## config.mk

```make
export PLATFORM = sky130hd
export DESIGN_NAME = chip_select_unit
export DESIGN_NICKNAME = d
export VERILOG_FILES = /design/src/rtl/chip_select_pkg.sv /design/src/rtl/wait_state_timer.sv /design/src/rtl/chip_select_unit.sv
export SDC_FILE = /design/constraint.sdc
export NUM_CORES = 1
export LEC_CHECK = 0
export BUFFER_PORTS_ARGS = -buffer_cell sky130_fd_sc_hd__buf_2
export CAP_MARGIN = 20
export CORE_ASPECT_RATIO = 2
export CORE_UTILIZATION = 35
export CTS_BUF_LIST = sky130_fd_sc_hd__clkbuf_4 sky130_fd_sc_hd__clkbuf_8 sky130_fd_sc_hd__clkbuf_16
export CTS_CLUSTER_SIZE = 40
export DETAILED_ROUTE_END_ITERATION = 6
export PLACE_DENSITY = 0.5
export SYNTH_ARGS = -nofsm -noshare
export SYNTH_HDL_FRONTEND = slang
export SYNTH_SLANG_ARGS = --single-unit
```

## constraint.sdc

```tcl
create_clock -name clock -period 11.3 [get_ports clock]
set_input_delay 1.13 -clock clock [delete_from_list [all_inputs] [get_ports clock]]
set_output_delay 1.13 -clock clock [all_outputs]
set_load 0.005 [all_outputs]
```

## src/rtl/chip_select_pkg.sv

```systemverilog
/*
 * Constants for the chip-select and wait-state unit: configuration
 * register addresses, reset values, field positions, timing counts,
 * the bus cycle state type and the I/O wait code table.
 * Assumes a 20 MHz clock; the timing counts are derived from it.
 */
package chip_select_pkg;

   // Register file geometry
   localparam int          CFG_COUNT   = 5;        // Configuration words
   localparam int          IDX_UPPER   = 0;        // Upper memory select
   localparam int          IDX_LOWER   = 1;        // Lower memory select
   localparam int          IDX_PBASE   = 2;        // Peripheral base select
   localparam int          IDX_MID     = 3;        // Midrange memory select
   localparam int          IDX_MODE    = 4;        // Peripheral select mode

   // I/O addresses of the configuration words
   localparam logic [15:0] CFG_ADDR [CFG_COUNT] = '{
      16'hFFA0, 16'hFFA2, 16'hFFA4, 16'hFFA6, 16'hFFA8};

   // Reset values match the start-up configuration
   localparam logic [15:0] CFG_RST [CFG_COUNT] = '{
      16'h80BF, 16'h7FBF, 16'h007F, 16'h81FF, 16'hA0BF};

   // Memory select fields (upper, lower, midrange share these)
   localparam int          MWAIT_MSB   = 1;        // Wait states 0..3
   localparam int          MWAIT_LSB   = 0;
   localparam int          MRDY_IGN    = 2;        // Ignore external ready
   localparam int          PSEUDO_STATIC_RAM_REFRESH_BIT   = 6;        // Lower: refresh enable
   localparam int          NIB_MSB     = 15;       // Upper base / lower top
   localparam int          NIB_LSB     = 12;       // Address bits 19..16
   localparam logic [3:0]  LOWER_TOP_MAX = 4'h7;   // Lower window cap 512K

   // Midrange select fields
   localparam int          MID_MSB     = 15;       // Base, address 19..13
   localparam int          MID_LSB     = 9;

   // Peripheral base fields
   localparam int          PBASE_MSB   = 15;       // Base, I/O address 15..8
   localparam int          PBASE_LSB   = 8;
   localparam int          PWAIT_MSB   = 2;        // I/O wait code
   localparam int          PWAIT_LSB   = 0;
   localparam int          PRDY_IGN    = 3;        // Ignore external ready

   // Peripheral mode fields
   localparam int          SIZE_MSB    = 14;       // One-hot block size
   localparam int          SIZE_LSB    = 8;        // Unit of 8K
   localparam int          CS_MODE_BIT = 7;        // Selects five and six are outputs

   // Peripheral selects
   localparam int          PER_COUNT   = 7;        // Selects zero to six
   localparam int          PER_LOW_LAST = 3;       // Last of the low group
   localparam int          PER_GATED   = 5;        // First gated by mode bit

   // Timing
   localparam int          CLK_PERIOD_NS  = 50;    // 20 MHz
   localparam int          STROBE_BASE_NS = 100;   // Strobe, no wait state
   localparam int          WAIT_STATE_NS  = 25;    // Added per wait state
   localparam int          BASE_CYC = (STROBE_BASE_NS + CLK_PERIOD_NS - 1)
                                      / CLK_PERIOD_NS;
   localparam int          WAIT_RAW = (WAIT_STATE_NS + CLK_PERIOD_NS - 1)
                                      / CLK_PERIOD_NS;
   localparam int          WAIT_CYC = (WAIT_RAW < 1) ? 1 : WAIT_RAW;
   localparam int          CNT_W    = 5;           // Holds 2 + 15

   // Bus cycle sequencer, Gray along the path through ST_READY
   typedef enum logic [1:0] {
      ST_IDLE   = 2'b00,                           // Waiting for a cycle
      ST_STROBE = 2'b01,                           // Strobe and wait states
      ST_READY  = 2'b11,                           // Waiting for ready
      ST_FINISH = 2'b10                            // Cycle end, answer out
   } cycle_state_t;

   // I/O wait code to inserted wait states
   function automatic logic [3:0] io_wait_states(input logic [2:0] code);
      logic [3:0] w;
      w = 4'h0;
      unique case (code)
         3'h0: w = 4'h0;
         3'h1: w = 4'h1;
         3'h2: w = 4'h2;
         3'h3: w = 4'h3;
         3'h4: w = 4'h5;
         3'h5: w = 4'h7;
         3'h6: w = 4'h9;
         3'h7: w = 4'hF;
      endcase
      return w;
   endfunction

endpackage

```

## src/rtl/wait_state_timer.sv

```systemverilog
/*
 * Down counter that times the enable strobe of one bus cycle.
 * Assumes the loaded count is at least one and that a new load only
 * arrives once the previous count has run out.
 */
`timescale 1ns/1ns
module wait_state_timer
   import chip_select_pkg::*;
(
   input  wire logic             clock,      // 20 MHz clock
   input  wire logic             rst_b,      // Async reset, active low
   input  wire logic             load,       // Start counting, one pulse
   input  wire logic [CNT_W-1:0] loadCount,  // Strobe length in cycles
   output wire logic             running,    // Count in progress
   output wire logic             lastCycle   // Final strobe cycle
);

   logic [CNT_W-1:0] count_ff;               // Cycles still to run
   logic [CNT_W-1:0] nxt_count;              // Next count

   // Load on start, otherwise count down to zero
   assign nxt_count = load            ? loadCount :
                      (count_ff != '0) ? CNT_W'(count_ff - 1'b1) :
                                         count_ff;

   assign running   = (count_ff != '0);
   assign lastCycle = (count_ff == CNT_W'(1));

   // Counter register
   always_ff @(posedge clock or negedge rst_b) begin
      if (!rst_b) begin
         count_ff <= '0;
      end else begin
         count_ff <= nxt_count;
      end
   end

endmodule

```

## src/rtl/chip_select_unit.sv

```systemverilog
/*
 * Chip-select and wait-state unit: decodes memory and I/O cycles of
 * the CPU bus into select lines, holds its configuration words in I/O
 * space, and stretches each cycle by the programmed wait states.
 * Assumes the CPU presents one cycle at a time with a start pulse and
 * holds nothing after it; all inputs are synchronous to the clock.
 */
`timescale 1ns/1ns
module chip_select_unit
   import chip_select_pkg::*;
(
   input  wire logic                 clock,          // 20 MHz clock
   input  wire logic                 rst_b,          // Async reset, low
   input  wire logic                 busStart,       // Cycle request pulse
   input  wire logic                 busIoSpace,     // 1 I/O, 0 memory
   input  wire logic                 busWrite,       // 1 write, 0 read
   input  wire logic                 busWide,        // 1 word, 0 byte
   input  wire logic [15:0]          busSegment,     // Memory segment
   input  wire logic [15:0]          busOffset,      // Offset / I/O addr
   input  wire logic [15:0]          busWrData,      // Write data
   input  wire logic [15:0]          extRdData,      // Data from devices
   input  wire logic                 extReady,       // External ready
   output logic                      romSelect,      // Upper memory
   output logic                      sramSelect,     // Lower memory
   output logic                      midrangeSelectZero, // Midrange
   output logic [PER_COUNT-1:0]      peripheralSelect,   // I/O selects
   output logic                      enableStrobe,   // Access enable
   output logic                      busDone,        // Cycle end pulse
   output logic [15:0]               rdData,         // Read answer
   output logic                      rdValid,        // Read data valid
   output logic                      busBusy,        // Cycle in progress
   output logic                      pseudoStaticRamRefresh // Refresh on
);

   // Configuration words and cycle state
   logic [15:0]          cfgRegs_ff [CFG_COUNT];  // Configuration words
   cycle_state_t         state_ff;                // Sequencer state
   cycle_state_t         nxt_state;               // Next state
   logic                 romSel_ff;               // Select registers
   logic                 sramSel_ff;
   logic                 midSel_ff;
   logic [PER_COUNT-1:0] perSel_ff;
   logic                 strobe_ff;               // Enable strobe
   logic                 done_ff;                 // Cycle end pulse
   logic [15:0]          rdData_ff;               // Read answer
   logic                 rdValid_ff;              // Answer valid
   logic                 needReady_ff;            // Wait for ready
   logic                 isRead_ff;               // Latched direction
   logic                 wide_ff;                 // Latched width
   logic                 lane_ff;                 // Latched byte lane
   logic                 mapped_ff;               // Some owner decoded
   logic [CFG_COUNT-1:0] regHit_ff;               // Own word addressed
   logic                 busy_ff;                 // Cycle in progress

   // Address formation
   logic [19:0]          physAddr;                // Memory address
   logic [15:0]          ioAddr;                  // I/O address
   logic                 accept;                  // Start taken
   logic                 isMem;                   // Memory cycle
   logic                 isIo;                    // I/O cycle

   assign physAddr = 20'({busSegment, 4'h0} + {4'h0, busOffset});
   assign ioAddr   = busOffset;
   assign isIo     = busIoSpace;
   assign isMem    = !busIoSpace;
   assign accept   = busStart && (state_ff == ST_IDLE);

   // Own configuration word decode, word aligned
   logic [CFG_COUNT-1:0] regHit;                  // Word addressed now
   logic                 regAny;                  // Any own word

   // Fields of the configuration words
   logic [15:0]          upperCfg;
   logic [15:0]          lowerCfg;
   logic [15:0]          pbaseCfg;
   logic [15:0]          midCfg;
   logic [15:0]          modeCfg;

   assign upperCfg = cfgRegs_ff[IDX_UPPER];
   assign lowerCfg = cfgRegs_ff[IDX_LOWER];
   assign pbaseCfg = cfgRegs_ff[IDX_PBASE];
   assign midCfg   = cfgRegs_ff[IDX_MID];
   assign modeCfg  = cfgRegs_ff[IDX_MODE];

   // Memory window decode
   logic [3:0]           lowerTop;                // Top nibble, capped
   logic [19:0]          midBase;                 // Midrange base
   logic [19:0]          midSize;                 // Midrange block bytes
   logic [19:0]          midLowMask;              // Offset bits in block
   logic                 upperHit;
   logic                 lowerHit;
   logic                 midHit;

   // Upper runs from its base to the top; 0x8 gives 512K
   assign upperHit = isMem &&
                     (physAddr[19:16] >= upperCfg[NIB_MSB:NIB_LSB]);
   // Lower starts at zero and never exceeds 512K
   assign lowerTop = (lowerCfg[NIB_MSB:NIB_LSB] > LOWER_TOP_MAX) ?
                     LOWER_TOP_MAX : lowerCfg[NIB_MSB:NIB_LSB];
   assign lowerHit = isMem && (physAddr[19:16] <= lowerTop);
   // Midrange block, one-hot size in 8K units; default 256K
   assign midBase    = {midCfg[MID_MSB:MID_LSB], 13'h0000};
   assign midSize    = {modeCfg[SIZE_MSB:SIZE_LSB], 13'h0000};
   assign midLowMask = 20'(midSize - 20'h00001);
   assign midHit     = isMem && (midSize != 20'h00000) &&
                       ((physAddr & ~midLowMask) ==
                        (midBase & ~midLowMask));

   // Peripheral decode, one 256-byte page per select
   logic [PER_COUNT-1:0] perHit;
   logic [7:0]           perBase;

   assign perBase = pbaseCfg[PBASE_MSB:PBASE_LSB];

   genvar n;
   generate
      for (n = 0; n < PER_COUNT; n++) begin : g_per
         // Page base plus one page per select
         logic pageHit;
         logic enabled;
         assign pageHit = (ioAddr[15:8] == 8'(perBase + 8'(n)));
         // Selects five and six act as chip selects only in select mode
         assign enabled = (n < PER_GATED) ? 1'b1 : modeCfg[CS_MODE_BIT];
         assign perHit[n] = isIo && !regAny && pageHit && enabled;
      end
      for (n = 0; n < CFG_COUNT; n++) begin : g_hit
         assign regHit[n] = isIo && (ioAddr[15:1] == CFG_ADDR[n][15:1]);
      end
   endgenerate

   assign regAny = |regHit;

   // Wait states of each owner
   logic [3:0]           upperWait;
   logic [3:0]           lowerWait;
   logic [3:0]           modeWait;
   logic [3:0]           perLowWait;
   logic [3:0]           memWait;
   logic [3:0]           ioWait;
   logic [3:0]           cycleWait;
   logic                 perLowAny;
   logic                 perHighAny;
   logic                 readyNeeded;

   // Memory selects insert 0..3 directly; default 3
   assign upperWait  = {2'b00, upperCfg[MWAIT_MSB:MWAIT_LSB]};
   assign lowerWait  = {2'b00, lowerCfg[MWAIT_MSB:MWAIT_LSB]};
   assign modeWait   = {2'b00, modeCfg[MWAIT_MSB:MWAIT_LSB]};
   // Low peripheral selects take the coded table; default 15
   assign perLowWait = io_wait_states(pbaseCfg[PWAIT_MSB:PWAIT_LSB]);
   assign perLowAny  = |perHit[PER_LOW_LAST:0];
   assign perHighAny = |perHit[PER_COUNT-1:PER_LOW_LAST+1];

   // Overlapping memory windows take the slowest owner
   always_comb begin
      memWait = 4'h0;
      if (upperHit && upperWait > memWait) begin
         memWait = upperWait;
      end
      if (lowerHit && lowerWait > memWait) begin
         memWait = lowerWait;
      end
      if (midHit && modeWait > memWait) begin
         memWait = modeWait;
      end
   end

   assign ioWait = perLowAny  ? perLowWait :
                   perHighAny ? modeWait   : 4'h0;
   assign cycleWait = isMem ? memWait : ioWait;

   // External ready is awaited unless every owner ignores it
   assign readyNeeded =
      (upperHit   && !upperCfg[MRDY_IGN]) ||
      (lowerHit   && !lowerCfg[MRDY_IGN]) ||
      (midHit     && !midCfg[MRDY_IGN])   ||
      (perLowAny  && !pbaseCfg[PRDY_IGN]) ||
      (perHighAny && !modeCfg[MRDY_IGN]);

   // Strobe length: base plus one step per wait state
   logic [CNT_W-1:0]     strobeCycles;
   logic                 timerLast;

   assign strobeCycles = CNT_W'(BASE_CYC + int'(cycleWait) * WAIT_CYC);

   wait_state_timer u_timer (
      .clock     (clock),
      .rst_b     (rst_b),
      .load      (accept),
      .loadCount (strobeCycles),
      .running   (),
      .lastCycle (timerLast)
   );

   // Sequencer transitions
   logic                 endCycle;                // Leaving for FINISH

   always_comb begin
      nxt_state = state_ff;
      unique case (state_ff)
         ST_IDLE: begin
            if (accept) begin
               nxt_state = ST_STROBE;
            end
         end
         ST_STROBE: begin
            if (timerLast) begin
               nxt_state = (needReady_ff && !extReady) ?
                           ST_READY : ST_FINISH;
            end
         end
         ST_READY: begin
            if (extReady) begin
               nxt_state = ST_FINISH;
            end
         end
         ST_FINISH: begin
            nxt_state = ST_IDLE;
         end
      endcase
   end

   assign endCycle = (state_ff != ST_FINISH) && (nxt_state == ST_FINISH);

   // Configuration write data with byte lanes
   logic                 regWrite;
   logic [15:0]          wrMerged [CFG_COUNT];

   assign regWrite = accept && busWrite;

   generate
      for (n = 0; n < CFG_COUNT; n++) begin : g_cfg
         // Word writes replace all; byte writes go to the addressed lane
         assign wrMerged[n] = busWide    ? busWrData :
                              ioAddr[0]  ? {busWrData[7:0],
                                            cfgRegs_ff[n][7:0]} :
                                           {cfgRegs_ff[n][15:8],
                                            busWrData[7:0]};
         // Reset to start-up values
         always_ff @(posedge clock or negedge rst_b) begin
            if (!rst_b) begin
               cfgRegs_ff[n] <= CFG_RST[n];
            end else if (regWrite && regHit[n]) begin
               cfgRegs_ff[n] <= wrMerged[n];
            end
         end
      end
   endgenerate

   // Read answer selection
   logic [15:0]          regWord;                 // Addressed own word
   logic [15:0]          srcWord;                 // Own or device word
   logic [15:0]          answer;                  // Lane-adjusted

   always_comb begin
      regWord = 16'h0000;
      for (int i = 0; i < CFG_COUNT; i++) begin
         if (regHit_ff[i]) begin
            regWord = regWord | cfgRegs_ff[i];
         end
      end
   end

   assign srcWord = (|regHit_ff) ? regWord : extRdData;
   assign answer  = wide_ff ? srcWord :
                    lane_ff ? {8'h00, srcWord[15:8]} :
                              {8'h00, srcWord[7:0]};

   // Sequencer state and latched cycle attributes
   always_ff @(posedge clock or negedge rst_b) begin
      if (!rst_b) begin
         state_ff     <= ST_IDLE;
         needReady_ff <= 1'b0;
         isRead_ff    <= 1'b0;
         wide_ff      <= 1'b0;
         lane_ff      <= 1'b0;
         mapped_ff    <= 1'b0;
         regHit_ff    <= '0;
         busy_ff      <= 1'b0;
      end else begin
         state_ff <= nxt_state;
         busy_ff  <= (nxt_state != ST_IDLE);
         if (accept) begin
            needReady_ff <= readyNeeded;
            isRead_ff    <= !busWrite;
            wide_ff      <= busWide;
            lane_ff      <= busOffset[0];
            mapped_ff    <= upperHit || lowerHit || midHit ||
                            (|perHit) || regAny;
            regHit_ff    <= regHit;
         end
      end
   end

   // Selects rise with the cycle and fall as it ends
   always_ff @(posedge clock or negedge rst_b) begin
      if (!rst_b) begin
         romSel_ff  <= 1'b0;
         sramSel_ff <= 1'b0;
         midSel_ff  <= 1'b0;
         perSel_ff  <= '0;
      end else if (accept) begin
         romSel_ff  <= upperHit;
         sramSel_ff <= lowerHit;
         midSel_ff  <= midHit;
         perSel_ff  <= perHit;
      end else if (endCycle) begin
         romSel_ff  <= 1'b0;
         sramSel_ff <= 1'b0;
         midSel_ff  <= 1'b0;
         perSel_ff  <= '0;
      end
   end

   // Enable strobe spans base time plus wait states
   always_ff @(posedge clock or negedge rst_b) begin
      if (!rst_b) begin
         strobe_ff <= 1'b0;
      end else if (accept) begin
         strobe_ff <= 1'b1;
      end else if (timerLast) begin
         strobe_ff <= 1'b0;
      end
   end

   // Cycle end pulse and read answer; unmapped reads are not valid
   always_ff @(posedge clock or negedge rst_b) begin
      if (!rst_b) begin
         done_ff    <= 1'b0;
         rdData_ff  <= 16'h0000;
         rdValid_ff <= 1'b0;
      end else begin
         done_ff <= endCycle;
         if (endCycle && isRead_ff) begin
            rdData_ff  <= answer;
            rdValid_ff <= mapped_ff;
         end else if (accept) begin
            rdValid_ff <= 1'b0;
         end
      end
   end

   // Outputs straight from flip-flops
   assign romSelect              = romSel_ff;
   assign sramSelect             = sramSel_ff;
   assign midrangeSelectZero     = midSel_ff;
   assign peripheralSelect       = perSel_ff;
   assign enableStrobe           = strobe_ff;
   assign busDone                = done_ff;
   assign rdData                 = rdData_ff;
   assign rdValid                = rdValid_ff;
   assign busBusy                = busy_ff;
   // Refresh follows its bit of the lower word; off by default
   assign pseudoStaticRamRefresh = cfgRegs_ff[IDX_LOWER][PSEUDO_STATIC_RAM_REFRESH_BIT];

endmodule

```

==> metrics.cfg, run 1 <==
[timing]
setup_violations=0
maxSlewViolCount=0
fin_crit_sh_pct=56.4
rsz0062_at_grt=false
tns_ps=0
final-hold-violation-count=0
slew_headroom_pct=42.4
finalClockSkew_ps=10.4
worst_pin_slew_ps=864
fmax_ghz=0.157
worst_slack_ps=4930
fin_crit_ps=6370

[clock_tree]
tritoncts=done
h-tree-depth=4
clkLatencyLatePin_ps=430
clockRootBuffer=clkbuf_16
cts_setup_buffers=0
numCtsBuffers=17
cts.clk_slew.worst_paths_ps=60
ctsHoldBuffers=0
cts-resized-gates=0
cts_buffer_depth=2
clock_sinks=127

[synth]
yosysWarnings=0
synth_edf_count=0
synth_top_area_share_pct=25.2
synth-seq-cells=127
synth-async-reset-ratio_pct=100
synthTopCellsByArea=dfrtp_1, dfstp_2, nand2_1
syn_area_per_cell_um2=9.33
netlist_area_um2=7860
synthCells=842
synth_cell_types=73
yosysSeqAreaShare_pct=41.2
synth_area_leader_cell=dfrtp_1
synthFlopType=dfrtp_1
synth_nets=950

[power]
power_mw=1.45
ir_worst_vdd_mv=0.109
leakagePower_nw=3.95
powerDensity_nw_per_um2=156

[min_path]
hold_class=flip-flop to flip-flop

[finish]
final_cell_count_no_fill=1215
fillCellCount=2177
finish.utilization_pct=41.9
final_net_count=1034
areaGrowthSynthToFinish_pct=17.8
layout-drive-gt1-share_pct=26.6
n_antenna_cell=0
multi_input_area_um2=4320
regArea_um2=3240

[drt]
drt_wl_total_um=25400
routed-via-count=6710
ant_nets=0
drt_iter0_drc=457
drc=0
avgViaCountPerCell=5.52
first_pass_iters=6
drt-wirelength-per-cell_um=20.9

[place]
gp_congestion=0.855
dp_hpwl_um=19300
io_buffers=101
place_inst=1182
dpl_worst_slack_ps=4590

[die]
start_util_pct=35.6
coreArea_um2=22100
die_y_um=214
die_w_um=108
ios=102
dieArea_um2=23100
placement_rows=77

[critical_path]
path_max_fanout=8
r2r_end=u_timer.count_ff[2]
crit_required_ps=11600
critPathTopFamily=compound AO/OA/AOI/OAI gates
end_kind=flip-flop
crit_start=busOffset[12]
cp_common_cell=ha_1
critPathSlowestCell=ha_1
reg2reg_depth=20
cp_slowest_stage_delay_ps=430
critical_path_class=primary input to flip-flop
worstPathArrival_ps=6670
path_buf_inv=2
cp.depth=27
critPathLaunchType=primary input
rrSetupSlack_ps=6740
r2r_start=upperCfg[12]
crit_end=u_timer.count_ff[2]

[grt]
antenna_found_initial=0
grt_max_degree=68
grt_pass1_vias=6999
grt_pass1_wl_um=39500
grtUsageTotal_pct=23.3
overflow=0

[flow_run]
drv_cap=0

[outcome]
status=complete, no violations

how the worst min path moves through the flow:
stage	endpoint	cells past startpoint	start
after floorplan	lane_ff	2	lane_ff
after global placement	rdData[0]	2	rdData[0]
after detailed placement	rdData[9]	2	rdData[9]
after CTS	lowerCfg[10]	2	lowerCfg[10]
after global routing	upperCfg[10]	2	upperCfg[10]
final	rdData[8]	2	rdData[8]
flip-flops by register name, summed over array words and instances (netlist names), 2 cells and up:
signal,count
lowerCfg,16
midCfg,16
modeCfg,16
pbaseCfg,16
rdData,16
upperCfg,16
peripheralSelect,7
regHit_ff,5
u_timer.count_ff,5
state_ff,2
cell families after synthesis:
group           Yosys count  share of synthesized area [%]
compound gates          225                           19.3
mux                      53                           7.45
buf+inv                  74                           3.78
fa+ha+maj                37                           5.89
simple gates            282                           17.3
flops                   127                           41.2
xor+xnor                 43                           4.99
other cells               1                         0.0477
metrics by stage:
stage,hold slack (ps),instance area (um^2)
global placement,463,8580
finish,477,9250
global route,507,9250
CTS,484,9240
detailed placement,464,8580
floorplan,446,7860
layout by cell type (no fill, tap or decap), drive strengths merged, types with 18 or more instances in the layout:
cell and count:
a22oi 24, buf 109, a21oi 35, inv 29, clkbuf 19, dfstp 48
nor3 22, nor2 46, xnor2 24, dfrtp 79, mux2 44, ha 37
xor2 18, nand2 131, o21ai 84
worst min-delay path, stage by stage, from the launching register on:
cell and delay (ps):
dfrtp_1 340, nand2_1 50, o31ai_1 50
where the power goes:
group / switching, mW / internal, mW / total [mW]
combinational: 0.177 / 0.114 / 0.291
sequential: 0.0324 / 0.509 / 0.541
clock: 0.214 / 0.400 / 0.615
Yosys cell counts, drive strengths merged, types with 2 or more instances:
master,count
dfrtp,79
a211oi,9
nor3,22
a21o,6
nand4,14
a21oi,35
dfstp,48
a221oi,2
o21ai,84
a22oi,24
a22o,3
o21bai,2
nor2b,6
and3,8
nor4,5
or2,2
o22a,2
nand2b,9
nor2,46
nand3,17
inv,29
mux2,44
buf,9
ha,37
a2111oi,5
mux2i,9
o211ai,3
xor2,18
o22ai,5
nand3b,2
a222oi,16
a31oi,11
or3,4
o31ai,11
and2,3
nor3b,3
nand2,131
or4,3
clkbuf,35
xnor2,24
per-layer routing:
layer	global-route usage (%)	vias up	wire, um
li1	-	3230	-
met1	24.6	3245	9520
met2	44.2	177	14000
met3	3.34	58	930
met4	11.3	0	992
met5	0	-	0
area by class of cell:
cell class              instances  share of cell area (%)
flip-flops and latches        127                    35.0
clock buffers                  19                    4.83
inverters                      30                    1.22
well taps                     276                    3.73
repair buffers                109                    6.22
clock inverters                13                    2.31
multi-input cells             641                    46.7
No activity file was read; power rests on OpenSTA's default activity.
==> inputs of run 2 (changes only) <==
--- a/config.mk
+++ b/config.mk
@@ -12,7 +12,7 @@
 export CTS_BUF_LIST = sky130_fd_sc_hd__clkbuf_4 sky130_fd_sc_hd__clkbuf_8 sky130_fd_sc_hd__clkbuf_16
 export CTS_CLUSTER_SIZE = 40
 export DETAILED_ROUTE_END_ITERATION = 6
-export PLACE_DENSITY = 0.5
+export PLACE_DENSITY = 0.52
 export SYNTH_ARGS = -nofsm -noshare
 export SYNTH_HDL_FRONTEND = slang
 export SYNTH_SLANG_ARGS = --single-unit
==> constraint.sdc (replaced) <==
create_clock -name clock -period 5.2 [get_ports clock]
set_input_delay 0.52 -clock clock [delete_from_list [all_inputs] [get_ports clock]]
set_output_delay 0.52 -clock clock [all_outputs]
set_load 0.005 [all_outputs]
==> run 2 against run 1 <==
Effect of this change: die area unchanged; core utilization increased by 2.1 points; first-iteration DRC count decreased by 14%; cell area increased by 5.0%; power increased by 110%; sequential cell count unchanged; critical path depth increased by 1; largest cell class unchanged; non-clock buffer count increased by 53; sequential share of layout area decreased by 1.7 points; critical endpoint is now u_timer.count_ff[3]; combinational power increased by 140%.
==> metrics.cfg, run 2 (synthesis results as in run 1) <==
[timing]
fmax_ghz=0.202
tns_ps=0  ; unchanged
fin_crit_sh_pct=95.4
fin_crit_ps=4960
final-hold-violation-count=0  ; unchanged
worst_pin_slew_ps=904  ; +40.3 ps
finalClockSkew_ps=11.7  ; +1.31 ps
maxSlewViolCount=0  ; unchanged
setup_violations=0  ; unchanged
slew_headroom_pct=39.7  ; -2.7 points

[critical_path]
crit_start=busSegment[2]
r2r_start=upperCfg[12]
path_buf_inv=3  ; +1
critPathSlowestCell=ha_1
critPathTopFamily=compound AO/OA/AOI/OAI gates
critical_path_class=primary input to flip-flop
worstPathArrival_ps=5250  ; -1420 ps
critPathLaunchType=primary input
end_kind=flip-flop
cp_slowest_stage_delay_ps=320  ; -110 ps
crit_required_ps=5500  ; -6100 ps
path_max_fanout=6  ; -2
cp_common_cell=ha_1

[grt]
grt_max_degree=72  ; +5.9%
grtUsageTotal_pct=23.4  ; +0.070 points
overflow=0  ; unchanged
grt_pass1_wl_um=39600  ; +0.37%
antenna_found_initial=0  ; unchanged
grt_pass1_vias=7177  ; +2.5%

[finish]
areaGrowthSynthToFinish_pct=23.7
layout-drive-gt1-share_pct=32.5  ; +5.8 points
final_cell_count_no_fill=1268  ; +4.4%
n_antenna_cell=0  ; unchanged
final_common_cell=nand2_1
fin_area_um2=9720  ; +5.0%
final_net_count=1087  ; +5.1%
final_cell_mix=nand2_1, buf_2, o21ai_0, dfrtp_1, buf_4
fillCellCount=2183  ; +0.28%

[place]
dp_hpwl_um=19700  ; +2.2%
placed_cell_area_um2=8930  ; +4.1%
gp_congestion=0.877  ; +2.6%
io_buffers=101  ; unchanged
place_inst=1229  ; +4.0%

[min_path]
hold_class=primary input to flip-flop
hp-start=busWrite

[die]
start_util_pct=35.6  ; unchanged
die_y_um=214  ; unchanged
placement_rows=77  ; unchanged
dieArea_um2=23100  ; unchanged
ios=102  ; unchanged
coreArea_um2=22100  ; unchanged
die_w_um=108  ; unchanged

[drt]
drt-wirelength-per-cell_um=20.2  ; -3.8%
highest_layer=met4
drt_iter0_drc=391  ; -14%
ant_nets=0  ; unchanged
avgViaCountPerCell=5.46  ; -1.2%
wl_met3_um=876  ; -5.8%
wl_met2_um=14100  ; +0.81%
routed-via-count=6921  ; +3.1%
drt_wl_total_um=25600  ; +0.44%
first_pass_iters=5  ; -1
met1Wirelength_um=9190  ; -3.4%
drc=0  ; unchanged

[clock_tree]
numCtsBuffers=17  ; unchanged
h-tree-depth=4  ; unchanged
cts.clk_slew.worst_paths_ps=50  ; about the same
clockRootBuffer=clkbuf_16
cts_buffer_depth=2  ; unchanged
clkLatencyLatePin_ps=420  ; about the same
clock_sinks=127  ; unchanged
tritoncts=done

[flow_run]
drv_cap=0  ; unchanged

[outcome]
status=complete, no violations

[power]
ir_worst_vdd_mv=0.227  ; +110%
leakagePower_nw=4.20  ; +6.3%
powerDensity_nw_per_um2=309  ; +97%

==> run 2: repair_timing <==
item / 4_1_cts / 5_1_grt
endpoints found under the hold margin: 12 / 0
gates resized for setup: 0 / 22
setup buffers: 0 / 5
endpoints found under the setup margin: 0 / 4
hold buffers: 1 / 0
==> run 2: cell type report <==
class | instances | area, um^2 | share of cell area, %
clock inverters | 7 | 62.6 | 0.644
clock buffers | 25 | 504 | 5.19
well taps | 276 | 345 | 3.55
repair buffers | 162 | 988 | 10.2
multi-input cells | 641 | 4470 | 46.0
flip-flops and latches | 127 | 3240 | 33.3
inverters | 30 | 113 | 1.16
==> run 2: worst paths after layout <==
kind                                  endpoint  slack [ps]  depth (start not counted)
hold reg to reg                      rdData[7]         470                          2
min in group asynchronous  peripheralSelect[4]         480                          2
max in group asynchronous           midCfg[14]        3580                          3
setup / recovery           u_timer.count_ff[3]         240                         28
hold / removal                       isRead_ff         380                          2
setup reg to reg           u_timer.count_ff[3]        1150                         21
==> run 2: layer usage <==
layer | global-route usage, % | up-vias
met1 | 24.0 | 3330
met5 | 0 | -
met3 | 2.83 | 61
met4 | 14.2 | 0
met2 | 44.2 | 196
li1 | - | 3334
==> run 2: stage by stage <==
| stage | power (mW) | worst slack, ps | utilization (%) | hold slack (ps) |
|---|---|---|---|---|
| after floorplan | 1.57 | 104 | - | 224 |
| after global placement | 1.87 | -276 | 40.5 | 375 |
| after detailed placement | 1.88 | -430 | 40.5 | 376 |
| after CTS | 3.02 | 3.16 | 43.1 | 367 |
| after global routing | 3.17 | -26.7 | 44.1 | 382 |
| final | 3.00 | 241 | 44.1 | 380 |
==> run 2: power breakdown <==
part / internal [mW] / total, mW / switching (mW)
sequential: 1.11 / 1.18 / 0.0757
clock: 0.716 / 1.13 / 0.415
combinational: 0.288 / 0.688 / 0.400
